===== config.mk =====
export PLATFORM = sky130hd
export DESIGN_NAME = rpc_cfg
export DESIGN_NICKNAME = d
export VERILOG_FILES = /design/src/core/rpc_pkg.sv /design/src/core/rpc_port_if.sv /design/src/core/rpc_cfg.sv /design/src/core/rpc_port_bank.sv
export SDC_FILE = /design/constraint.sdc
export NUM_CORES = 1
export LEC_CHECK = 0
export ABC_AREA = 1
export BUFFER_PORTS_ARGS = -buffer_cell sky130_fd_sc_hd__clkbuf_2
export CORE_ASPECT_RATIO = 0.7
export CORE_MARGIN = 2
export CORE_UTILIZATION = 60
export CTS_BUF_LIST = sky130_fd_sc_hd__clkbuf_4 sky130_fd_sc_hd__clkbuf_8
export DETAILED_ROUTE_END_ITERATION = 10
export PLACE_DENSITY = 0.95
export SLEW_MARGIN = 30
export SYNTH_ARGS = -nofsm -noshare
export SYNTH_HDL_FRONTEND = slang
export SYNTH_SLANG_ARGS = --single-unit

===== constraint.sdc =====
create_clock -name core_clk -period 4.6 [get_ports core_clk]
set_input_delay 0.92 -clock core_clk [delete_from_list [all_inputs] [get_ports core_clk]]
set_output_delay 0.92 -clock core_clk [all_outputs]
set_load 0.1 [all_outputs]

===== src/core/rpc_pkg.sv =====
// Package for the receive-port control channel configuration bank
package rpc_pkg;
   // ----------------------------------------
   // Register offsets
   // ----------------------------------------
   localparam logic [7:0] RPC_PORT_SEL_OFS = 8'h4C;
   localparam logic [7:0] RPC_BCC_OFS = 8'h58;
   localparam logic [7:0] RPC_FPC_OFS = 8'h59;
   localparam logic [7:0] RPC_RSA_OFS = 8'h5B;
   // ----------------------------------------
   // Field positions
   // ----------------------------------------
   localparam int RPC_BCC_PASS_ALL = 7;
   localparam int RPC_BCC_PASS_DEC = 6;
   localparam int RPC_BCC_AUTO_ACK = 5;
   localparam int RPC_BCC_ALWAYS_ON = 4;
   localparam int RPC_BCC_CRC_ON = 3;
   localparam int RPC_FPC_BLOCK = 7;
   localparam int RPC_RSA_HOLD = 0;
   // ----------------------------------------
   // Reset values and masks
   // ----------------------------------------
   localparam logic [4:0] RPC_BCC_HI_RST = 5'h03;
   localparam logic [7:0] RPC_FPC_RST = 8'h00;
   localparam logic [7:0] RPC_RSA_RST = 8'h00;
   localparam logic [7:0] RPC_FPC_MASK = 8'h83;
   localparam logic [7:0] RPC_ZERO = 8'h00;
   localparam logic [7:0] RPC_PORT_SEL_RST = 8'h01;
   // ----------------------------------------
   // Back-channel rate codes
   // ----------------------------------------
   localparam logic [2:0] RPC_RATE_2M5 = 3'h0;
   localparam logic [2:0] RPC_RATE_10M = 3'h2;
   localparam logic [2:0] RPC_RATE_50M = 3'h6;
   // ----------------------------------------
   // Forward GPIO count codes and line counts
   // ----------------------------------------
   localparam logic [1:0] RPC_GPIO_NONE = 2'h0;
   localparam logic [1:0] RPC_GPIO_ONE = 2'h1;
   localparam logic [1:0] RPC_GPIO_TWO = 2'h2;
   localparam logic [1:0] RPC_GPIO_FOUR = 2'h3;
   localparam logic [2:0] RPC_LINES_NONE = 3'h0;
   localparam logic [2:0] RPC_LINES_ONE = 3'h1;
   localparam logic [2:0] RPC_LINES_TWO = 3'h2;
   localparam logic [2:0] RPC_LINES_FOUR = 3'h4;
endpackage


===== src/core/rpc_port_if.sv =====
// Interface carrying one port's register access, forward-channel loads and register copies
`timescale 1ns/10ps
interface rpc_port_if;
   logic wr_en;
   logic wr_local;
   logic [7:0] addr;
   logic [7:0] wdata;
   logic fc_load;
   logic [1:0] fc_gpio;
   logic [6:0] fc_id;
   logic [7:0] bcc;
   logic [7:0] fpc;
   logic [7:0] rsa;
   modport bank (input wr_en, wr_local, addr, wdata, fc_load, fc_gpio, fc_id, output bcc, fpc, rsa);
   modport ctl (output wr_en, wr_local, addr, wdata, fc_load, fc_gpio, fc_id, input bcc, fpc, rsa);
endinterface


===== src/core/rpc_cfg.sv =====
// Receive-port control channel configuration bank, all ports
`timescale 1ns/10ps
module rpc_cfg
   import rpc_pkg::*;
#(
   parameter int NUM_PORTS = 4
)
(
   // Clock, reset and rate strap
   input wire logic core_clk,
   input wire logic rst_b,
   input wire logic [2:0] strap_rate,
   // Register access from the I2C front end
   input wire logic reg_wr,
   input wire logic reg_rd,
   input wire logic reg_local,
   input wire logic [7:0] reg_addr,
   input wire logic [7:0] reg_wdata,
   output logic [7:0] reg_rdata,
   // Forward-channel loads per port
   input wire logic [NUM_PORTS-1:0] fc_load,
   input wire logic [2*NUM_PORTS-1:0] fc_gpio,
   input wire logic [7*NUM_PORTS-1:0] fc_id,
   // Per-port controls
   output logic [NUM_PORTS-1:0] pass_all,
   output logic [NUM_PORTS-1:0] pass_decoded,
   output logic [NUM_PORTS-1:0] auto_ack,
   output logic [NUM_PORTS-1:0] back_channel_en,
   output logic [NUM_PORTS-1:0] back_channel_crc_on,
   output logic [3*NUM_PORTS-1:0] back_channel_rate_code,
   output logic [NUM_PORTS-1:0] rate_reserved,
   output logic [3*NUM_PORTS-1:0] forward_gpio_lines,
   output logic [7*NUM_PORTS-1:0] remote_id
);
   // ----------------------------------------
   // Parameter check
   // ----------------------------------------
   // The select byte has one bit per port, so more than eight ports cannot be reached
   // Refused at elaboration rather than silently dropping the upper ports
   if (NUM_PORTS < 1 || NUM_PORTS > 8) begin : g_bad_ports
      $error("rpc_cfg: NUM_PORTS must be 1 to 8");
   end

   // ----------------------------------------
   // Port select
   // ----------------------------------------
   logic [7:0] port_sel_r, port_sel_nxt;
   logic [7:0] rdata_nxt;
   logic [7:0] bcc_v [NUM_PORTS];
   logic [7:0] fpc_v [NUM_PORTS];
   logic [7:0] rsa_v [NUM_PORTS];

   // Select byte: one bit per port, so broadcast writes reach several copies
   always_comb begin
      port_sel_nxt = port_sel_r;
      if (reg_wr && reg_addr == RPC_PORT_SEL_OFS) begin
         port_sel_nxt = reg_wdata;
      end
   end

   // Select register; reset reaches port 0 only, so a blind write never broadcasts
   always_ff @(posedge core_clk) begin
      if (!rst_b) begin
         port_sel_r <= RPC_PORT_SEL_RST;
      end else begin
         port_sel_r <= port_sel_nxt;
      end
   end

   // ----------------------------------------
   // Per-port banks
   // ----------------------------------------
   for (genvar p = 0; p < NUM_PORTS; p++) begin : g_port
      // Every port sees the same write bus; only its select bit gates the strobe
      rpc_port_if pif ();
      assign pif.wr_en = reg_wr && port_sel_r[p];
      assign pif.wr_local = reg_local;
      assign pif.addr = reg_addr;
      assign pif.wdata = reg_wdata;
      // Forward-channel fields are packed per port on the flat inputs
      assign pif.fc_load = fc_load[p];
      assign pif.fc_gpio = fc_gpio[2*p +: 2];
      assign pif.fc_id = fc_id[7*p +: 7];
      assign bcc_v[p] = pif.bcc;
      assign fpc_v[p] = pif.fpc;
      assign rsa_v[p] = pif.rsa;
      // One bank per port, identical and independent of the others
      rpc_port_bank u_bank (
         .core_clk(core_clk),
         .rst_b(rst_b),
         .strap_rate(strap_rate),
         .pif(pif)
      );
   end

   // ----------------------------------------
   // Read path
   // ----------------------------------------
   logic [NUM_PORTS-1:0] pa_nxt, pd_nxt, aa_nxt, bce_nxt, crc_nxt, rr_nxt;
   logic [3*NUM_PORTS-1:0] rate_nxt, gpio_nxt;
   logic [7*NUM_PORTS-1:0] id_nxt;

   // Read returns the lowest selected port's copy
   // With several bits set the other copies stay hidden; select one port to read it
   // Unmapped offsets and an empty select read as zero, never a stale byte
   always_comb begin
      logic found;
      found = 1'b0;
      rdata_nxt = reg_rdata;
      if (reg_rd) begin
         rdata_nxt = RPC_ZERO;
         if (reg_addr == RPC_PORT_SEL_OFS) begin
            rdata_nxt = port_sel_r;
         end
         for (int p = 0; p < NUM_PORTS; p++) begin
            if (port_sel_r[p] && !found) begin
               found = 1'b1;
               if (reg_addr == RPC_BCC_OFS) begin
                  rdata_nxt = bcc_v[p];
               end else if (reg_addr == RPC_FPC_OFS) begin
                  rdata_nxt = fpc_v[p];
               end else if (reg_addr == RPC_RSA_OFS) begin
                  rdata_nxt = rsa_v[p];
               end
            end
         end
      end
   end

   // ----------------------------------------
   // Decoded controls
   // ----------------------------------------
   // Channel controls: pass-through, acknowledge, enable and CRC
   always_comb begin
      for (int p = 0; p < NUM_PORTS; p++) begin
         pa_nxt[p] = bcc_v[p][RPC_BCC_PASS_ALL];
         pd_nxt[p] = bcc_v[p][RPC_BCC_PASS_DEC];
         aa_nxt[p] = bcc_v[p][RPC_BCC_AUTO_ACK];
         // Channel stays up if forced, else only while passing traffic
         bce_nxt[p] = bcc_v[p][RPC_BCC_ALWAYS_ON] | pa_nxt[p] | pd_nxt[p];
         crc_nxt[p] = bcc_v[p][RPC_BCC_CRC_ON];
      end
   end

   // Rate code and its reserved flag
   always_comb begin
      for (int p = 0; p < NUM_PORTS; p++) begin
         rate_nxt[3*p +: 3] = bcc_v[p][2:0];
         // Reserved codes are kept as written; the flag lets the link logic refuse them
         rr_nxt[p] = !(bcc_v[p][2:0] == RPC_RATE_2M5 || bcc_v[p][2:0] == RPC_RATE_10M
                       || bcc_v[p][2:0] == RPC_RATE_50M);
      end
   end

   // Forward-path GPIO count and remote ID
   always_comb begin
      for (int p = 0; p < NUM_PORTS; p++) begin
         // Count code 11 means four lines, not three
         unique case (fpc_v[p][1:0])
            RPC_GPIO_NONE: gpio_nxt[3*p +: 3] = RPC_LINES_NONE;
            RPC_GPIO_ONE: gpio_nxt[3*p +: 3] = RPC_LINES_ONE;
            RPC_GPIO_TWO: gpio_nxt[3*p +: 3] = RPC_LINES_TWO;
            RPC_GPIO_FOUR: gpio_nxt[3*p +: 3] = RPC_LINES_FOUR;
         endcase
         id_nxt[7*p +: 7] = rsa_v[p][7:1];
      end
   end

   // ----------------------------------------
   // Register stage
   // ----------------------------------------
   // Read data; holds between reads so a slow front end can pick it up late
   always_ff @(posedge core_clk) begin
      if (!rst_b) begin
         reg_rdata <= RPC_ZERO;
      end else begin
         reg_rdata <= rdata_nxt;
      end
   end

   // Controls; one cycle behind the register copies, every output from a flop
   always_ff @(posedge core_clk) begin
      if (!rst_b) begin
         // Pass-through and acknowledge off
         pass_all <= '0;
         pass_decoded <= '0;
         auto_ack <= '0;
         // Back channel and its CRC on until software says otherwise
         back_channel_en <= '1;
         back_channel_crc_on <= '1;
         back_channel_rate_code <= '0;
         rate_reserved <= '0;
         // Forward-path values wait for the first frame
         forward_gpio_lines <= '0;
         remote_id <= '0;
      end else begin
         pass_all <= pa_nxt;
         pass_decoded <= pd_nxt;
         auto_ack <= aa_nxt;
         back_channel_en <= bce_nxt;
         back_channel_crc_on <= crc_nxt;
         back_channel_rate_code <= rate_nxt;
         rate_reserved <= rr_nxt;
         forward_gpio_lines <= gpio_nxt;
         remote_id <= id_nxt;
      end
   end
endmodule


===== src/core/rpc_port_bank.sv =====
// One receive port's copy of the configuration registers
`timescale 1ns/10ps
module rpc_port_bank
   import rpc_pkg::*;
(
   // Clock, reset and rate strap
   input wire logic core_clk,
   input wire logic rst_b,
   input wire logic [2:0] strap_rate,
   // Access
   rpc_port_if.bank pif
);
   logic [7:0] bcc_r, bcc_nxt;
   logic [7:0] fpc_r, fpc_nxt;
   logic [7:0] rsa_r, rsa_nxt;
   logic strap_pend_r, strap_pend_nxt;

   // Next-state of the three registers
   always_comb begin
      bcc_nxt = bcc_r;
      fpc_nxt = fpc_r;
      rsa_nxt = rsa_r;
      strap_pend_nxt = 1'b0;
      // Strap caught on the first clock after reset release
      if (strap_pend_r) begin
         bcc_nxt[2:0] = strap_rate;
      end
      if (pif.wr_en && pif.addr == RPC_BCC_OFS) begin
         bcc_nxt[7:5] = pif.wdata[7:5];
         // Rate is taken as written; a remote rate change relies on auto-ack set beforehand
         bcc_nxt[3:0] = pif.wdata[3:0];
         // Remote writes cannot clear bit 4, so they cannot drop a back channel that bit 4 holds on; they can still clear bits 7 and 6
         if (pif.wr_local) begin
            bcc_nxt[RPC_BCC_ALWAYS_ON] = pif.wdata[RPC_BCC_ALWAYS_ON];
         end
      end
      // Forward-channel load happens unless blocked
      if (pif.fc_load && !fpc_r[RPC_FPC_BLOCK]) begin
         fpc_nxt[1:0] = pif.fc_gpio;
      end
      if (pif.fc_load && !rsa_r[RPC_RSA_HOLD]) begin
         rsa_nxt[7:1] = pif.fc_id;
      end
      // A register write, local or remote, wins in the same cycle as a load
      if (pif.wr_en && pif.addr == RPC_FPC_OFS) begin
         fpc_nxt = pif.wdata & RPC_FPC_MASK;
      end
      if (pif.wr_en && pif.addr == RPC_RSA_OFS) begin
         rsa_nxt = pif.wdata;
      end
   end

   // Register stage
   always_ff @(posedge core_clk) begin
      if (!rst_b) begin
         bcc_r <= {RPC_BCC_HI_RST, RPC_RATE_2M5};
         fpc_r <= RPC_FPC_RST;
         rsa_r <= RPC_RSA_RST;
         strap_pend_r <= 1'b1;
      end else begin
         bcc_r <= bcc_nxt;
         fpc_r <= fpc_nxt;
         rsa_r <= rsa_nxt;
         strap_pend_r <= strap_pend_nxt;
      end
   end

   assign pif.bcc = bcc_r;
   assign pif.fpc = fpc_r;
   assign pif.rsa = rsa_r;
endmodule


Word-level counts from Yosys, hierarchy flattened
Index checks and enable logic that the tools add are counted.
Storage, ports and cells
  output and inout bits: 84
  word-level logic and storage cells: 197
  register bits: 169
  bits of input ports: 64
Cells by class
  reduce and logical (&&, ||, !) cells: 75
  bitwise logic cells: 8
  equality and inequality tests: 24
  mux-type cells: 50
Operators with widths (number)
  2-to-1 mux 8 bit: 22
  one-hot mux 3 bit (4 select lines): 4
  == test 8 x 7 -> 1 bit, second input constant: 4
  logical AND 1 bit: 28
  2-to-1 mux 7 bit: 4
  nonzero test 2 bit: 12
  == test 2 bit, second input constant: 8
  2-to-1 mux 2 bit: 8
  logical NOT 1 bit: 15
  2-to-1 mux 3 bit: 5
  == test 3 x 2 -> 1 bit, second input constant: 4
  == test 3 bit, second input constant: 4
  logical NOT 3 bit: 4
  == test 2 x 1 -> 1 bit, second input constant: 4
  logical NOT 2 bit: 4
  logical OR 1 bit: 8
  bitwise OR 1 bit: 8
  AND reduction 2 bit: 4
  2-to-1 mux 1 bit: 7

Depth between registers and ports, before layout
  depth after elaboration: 19
  gate-level depth with buffers: 20
  depth with buffers taken out: 20

Modules after synthesis
Synthesis repeated with hierarchy kept, for this count alone.
Unflattened totals
  cells, all modules: 1416
  area total of the unflattened synthesis: 9414.0 µm²
Modules (own cells, without submodules)
  rpc_port_bank: sequential area each 400.4 µm², instances 4, cells each 184, area each 1248.7 µm²
  rpc_cfg: sequential area each 1841.8 µm², instances 1, cells each 680, area each 4419.2 µm²

Worst setup path after synthesis
OpenSTA, ideal clock, no wires.
  kind: input to register
  from: in reg_addr[5]
  to: reg reg_rdata[1]
  library setup time: 132 ps
  stages on the path: 19
  path slack: 2254 ps
  arrival: 2215 ps
  path through: inv_1 -> nand2_2 -> nor2_8 -> nand2_2 -> buf_6 -> o21ai_0 -> inv_1 -> nand2_1 -> nand3_1 -> nand2_1 -> nand2_1 -> nand2_1 -> nand3_1 -> nand2_1 -> nand2_1 -> nand2_1 -> nand2_1 -> nand2_1 -> a21oi_1
Between the ends
  longest elaborated chain between the ends: 19
  elaborated cells between the ends (all ways): 22
  classes of those cells: 4 x eq/ne; 18 x mux
RTL lines
  from (decl): RTL line rpc_cfg.sv:17  | input wire logic [7:0] reg_addr,
  == test 8 x 7 -> 1 bit: RTL line rpc_cfg.sv:112  | if (reg_addr == RPC_PORT_SEL_OFS) begin
  2-to-1 mux 8 bit: RTL line rpc_cfg.sv:112
  2-to-1 mux 8 bit: RTL line rpc_cfg.sv:110  | if (reg_rd) begin
  2-to-1 mux 8 bit: RTL line rpc_cfg.sv:122  | end else if (reg_addr == RPC_RSA_OFS) begin
  2-to-1 mux 8 bit: RTL line rpc_cfg.sv:120  | end else if (reg_addr == RPC_FPC_OFS) begin
  2-to-1 mux 8 bit: RTL line rpc_cfg.sv:118  | if (reg_addr == RPC_BCC_OFS) begin
  2-to-1 mux 8 bit: RTL line rpc_cfg.sv:116  | if (port_sel_r[p] && !found) begin
  2-to-1 mux 8 bit: RTL line rpc_cfg.sv:122
  (+3 left out)
  2-to-1 mux 8 bit: RTL line rpc_cfg.sv:122
  2-to-1 mux 8 bit: RTL line rpc_cfg.sv:120
  2-to-1 mux 8 bit: RTL line rpc_cfg.sv:118
  2-to-1 mux 8 bit: RTL line rpc_cfg.sv:116
  2-to-1 mux 8 bit: RTL line rpc_cfg.sv:122
  2-to-1 mux 8 bit: RTL line rpc_cfg.sv:120
  2-to-1 mux 8 bit: RTL line rpc_cfg.sv:118
  2-to-1 mux 8 bit *: RTL line rpc_cfg.sv:116
  to (signal assigned): RTL line rpc_cfg.sv:177  | reg_rdata <= rdata_nxt;
  to (decl): RTL line rpc_cfg.sv:19  | output logic [7:0] reg_rdata,
Every way passes the cells marked *; elsewhere a longest branch is shown, timed or not. The select of a mux whose other input is x is not followed.
A chain may end at the register's enable or synchronous reset.

Worst setup path after layout
  from: in reg_addr[2]
  to: reg reg_rdata[7]
The elaborated chain is that of the path after synthesis.

==> summary.txt <==
Outcome
  • Status: complete, no violations

Global route
  • Largest net degree at the start of global routing: 90
  • Gr ovfl total: 0
  • GR Util All Layers: ~32%
  • Number of global-route vias before repair: 6,255
  • Antenna violations before repair: 0
  • Global-route wire length before repair: about 31,000 um

CTS
  • TritonCTS clock tree: yes
  • # resized after CTS: 0
  • Longest Clk Path Bufs: 2
  • Reg clk slew, reported paths: about 0.080 ns
  • Post-cts hold buffer count: 0
  • Root Buffer Master: clkbuf_8
  • H-Tree Depth: 4
  • Postcts setup bufs: 0
  • Clock Latency Late Sink: around 0.45 ns
  • CTS Buf Count: 17
  • Clk sink count: roughly 170

Power
  • Worst vdd ir: about 0.24 mV
  • Total power: between 2 and 3 mW
  • P_leak: slightly above 4 nW
  • Power Dens Cells: around 370 nW/um^2

Yosys
  • Leading area contributor after synthesis: dfxtp_1
  • Synth Net Count: about 1,000
  • Post-synth top cells: 216 x nand2_1, 169 x dfxtp_1, 136 x o21ai_0
  • Syn. warnings: 0
  • Post-synthesis area per instance: approximately 7.4 um^2
  • Top-area cell type share of the netlist area: 49.07%
  • Seq/Total Area, Yosys: between 40 and 50%
  • Synthesized area: 6895 um^2
  • Top_reg_cell synth: dfxtp_1
  • Number of synthesized register bits: between 150 and 200
  • Most common cell in the synthesized netlist: nand2_1
  • Gate Count Post-Synth: slightly above 900
  • Async S/R FF share, synth: 0%
  • EDFF count, synth: 0
  • Library cells used by synthesis: 37
  • Area contributors post-synth: dfxtp_1 49%, nand2_1 12%, o21ai_0 9.9%

Timing
  • Slew margin rel.: between 40% and 50%
  • Tcrit/Tclk final: between 60 and 70%
  • Worst slew pin tran: 0.8694 ns
  • Minimum clock period after layout: roughly 3 ns
  • Endpoints failing setup: 0
  • Unrepaired setup endpoints after global routing: no
  • Worst Clk Skew: between 0.01 and 0.015 ns
  • Fmax: between 300 and 400 MHz
  • Sum of negative setup slack: 0 ns
  • Final hold violation count: 0
  • Max-slew violations: 0

Placement
  • HPWL Detailed: 13,790 um
  • Cells after DPL: around 1,200
  • Port-buffer cells: 147
  • DP Area: 7659 um^2
  • Gpl congestion: around 0.95

Drt
  • DR WL/cell: 16.01 um
  • DR vias/cell: roughly 5.7
  • Drt drc: 0
  • Initial DRC count: 949
  • Via count: between 6,000 and 7,000
  • DR pass1 iterations: 6
  • Antenna-violating nets left: 0
  • Detailed Route WL: 19,530 um

Finish
  • Fillers: roughly 880
  • Final Cell Area: just over 8000 um^2
  • NumNets Final: roughly 1,100
  • Share of layout cells above drive strength 1: 18.93%
  • Multi-input logic area: around 2800 um^2
  • Final Util: ~73%
  • Reg area: between 3000 and 4000 um^2
  • Non-filler cells in the finished layout: about 1,200
  • Diodes inserted: 0
  • P&R area growth vs syn: 17.07%

Floorplan
  • Cell Rows: 32
  • CORE AREA: approximately 11,000 um^2
  • DIE WIDTH: about 130 um
  • Die Ht: 93.69 um
  • Starting Density: slightly above 60%
  • Ports: roughly 150
  • Die area: 12,380 um^2

Setup path
  • Critical path class: in -> reg
  • CP endpoint kind: register
  • Critical-path maximum fanout: 39
  • Setup crit start kind: input pin
  • Worst Path Arrival: 3.27 ns
  • Crit path launch: reg_addr[2]
  • Reg-to-reg startpoint: port_sel_r[0]
  • Required @ worst endpoint: just under 5 ns

Worst hold path
  • Hold Crit Start: g_port[3].u_bank.pif.rsa[6]
  • Hold Crit Class: reg -> reg

Flow run
  • Maxcap violations: 0
==> layout make-up <==
| class | count | area share [%] |
|---|---|---|
| timing repair buffer | 149 | 9.330 |
| sequential | 169 | 41.91 |
| tap | 153 | 2.371 |
| clock inverter | 7 | 1.798 |
| clock buffer | 20 | 3.332 |
| multi-input combinational | 589 | 35.07 |
| inverter | 133 | 6.184 |
==> critical path, cell delays in order <==
cell,delay [ns]
clkbuf_2,0.10
inv_2,0.03
nand2_1,0.09
nor2_1,0.09
nand2_2,0.64
inv_1,0.42
o21ai_0,0.36
nand2_1,0.09
nand2_1,0.08
nand3_1,0.07
nand2_1,0.09
nand2_1,0.05
nand2_1,0.05
nand2_1,0.05
nand2_1,0.06
a21oi_1,0.05
==> metal layers <==
| metal | share of wire, % | GRT usage (%) | vias up |
|---|---|---|---|
| li1 | - | - | 3293 |
| met1 | 43 | 43.99 | 3172 |
| met2 | 44 | 49.91 | 412 |
| met3 | 11 | 7.929 | 56 |
| met4 | 2.5 | 11.59 | 0 |
| met5 | 0 | 0 | - |
==> power by group <==
| group | internal [mW] | leakage [nW] | total, mW | switching (mW) |
|---|---|---|---|---|
| logic | 0.0659 | 2.56 | 0.331 | 0.265 |
| registers | 1.51 | 1.38 | 1.54 | 0.0271 |
| clock network | 0.614 | 0.207 | 1.12 | 0.506 |
==> placed cells by master, fill, tap and decap left out, types with 5 or more instances in the layout <==
cell type,synthesis,final
nand2_1,216,216
nor2_1,42,42
nor3_1,14,14
nor2_2,5,5
o21ai_0,136,135
a21oi_1,52,52
a31oi_1,16,16
dfxtp_1,169,169
clkbuf_2,0,146
o211ai_1,25,25
nand3_1,40,40
inv_2,8,8
clkbuf_8,0,19
inv_1,123,123
o21ai_1,7,8
nand2_2,5,5
==> worst paths after layout <==
path / end / slack, ns / cells past startpoint
max: reg_rdata[7] / 1.65 / 16
max reg2reg: reg_rdata[5] / 2.21 / 8
min reg2reg: remote_id[26] / 0.45 / 2
min: remote_id[26] / 0.45 / 2
==> registers in the layout, summed over array words and instances, names as in the netlist <==
name / cells
g_port.u_bank.pif.rsa: 32
reg_rdata: 8
back_channel_rate_code: 12
back_channel_crc_on: 4
g_port.u_bank.pif.fpc: 12
g_port.u_bank.pif.bcc: 32
auto_ack: 4
remote_id: 28
rate_reserved: 4
g_port.u_bank.strap_pend_r: 1
back_channel_en: 4
pass_all: 4
pass_decoded: 4
port_sel_r: 8
forward_gpio_lines: 12
==> cell families after synthesis <==
group,after synthesis,synth area share [%]
buffers and inverters,172,9.871
and+or+nand+nor,336,20.76
AOI/OAI and AO/OA,253,20.31
DFF,169,49.07
==> metrics by stage <==
step                hold slack [ns]  setup WS, ns
floorplan                    0.3975         2.254
global placement             0.4251         1.406
detailed placement           0.4331         1.356
CTS                          0.4475         1.763
global route                 0.4765         1.434
finish                       0.4490         1.650
Power figures use the tool's default switching activity.
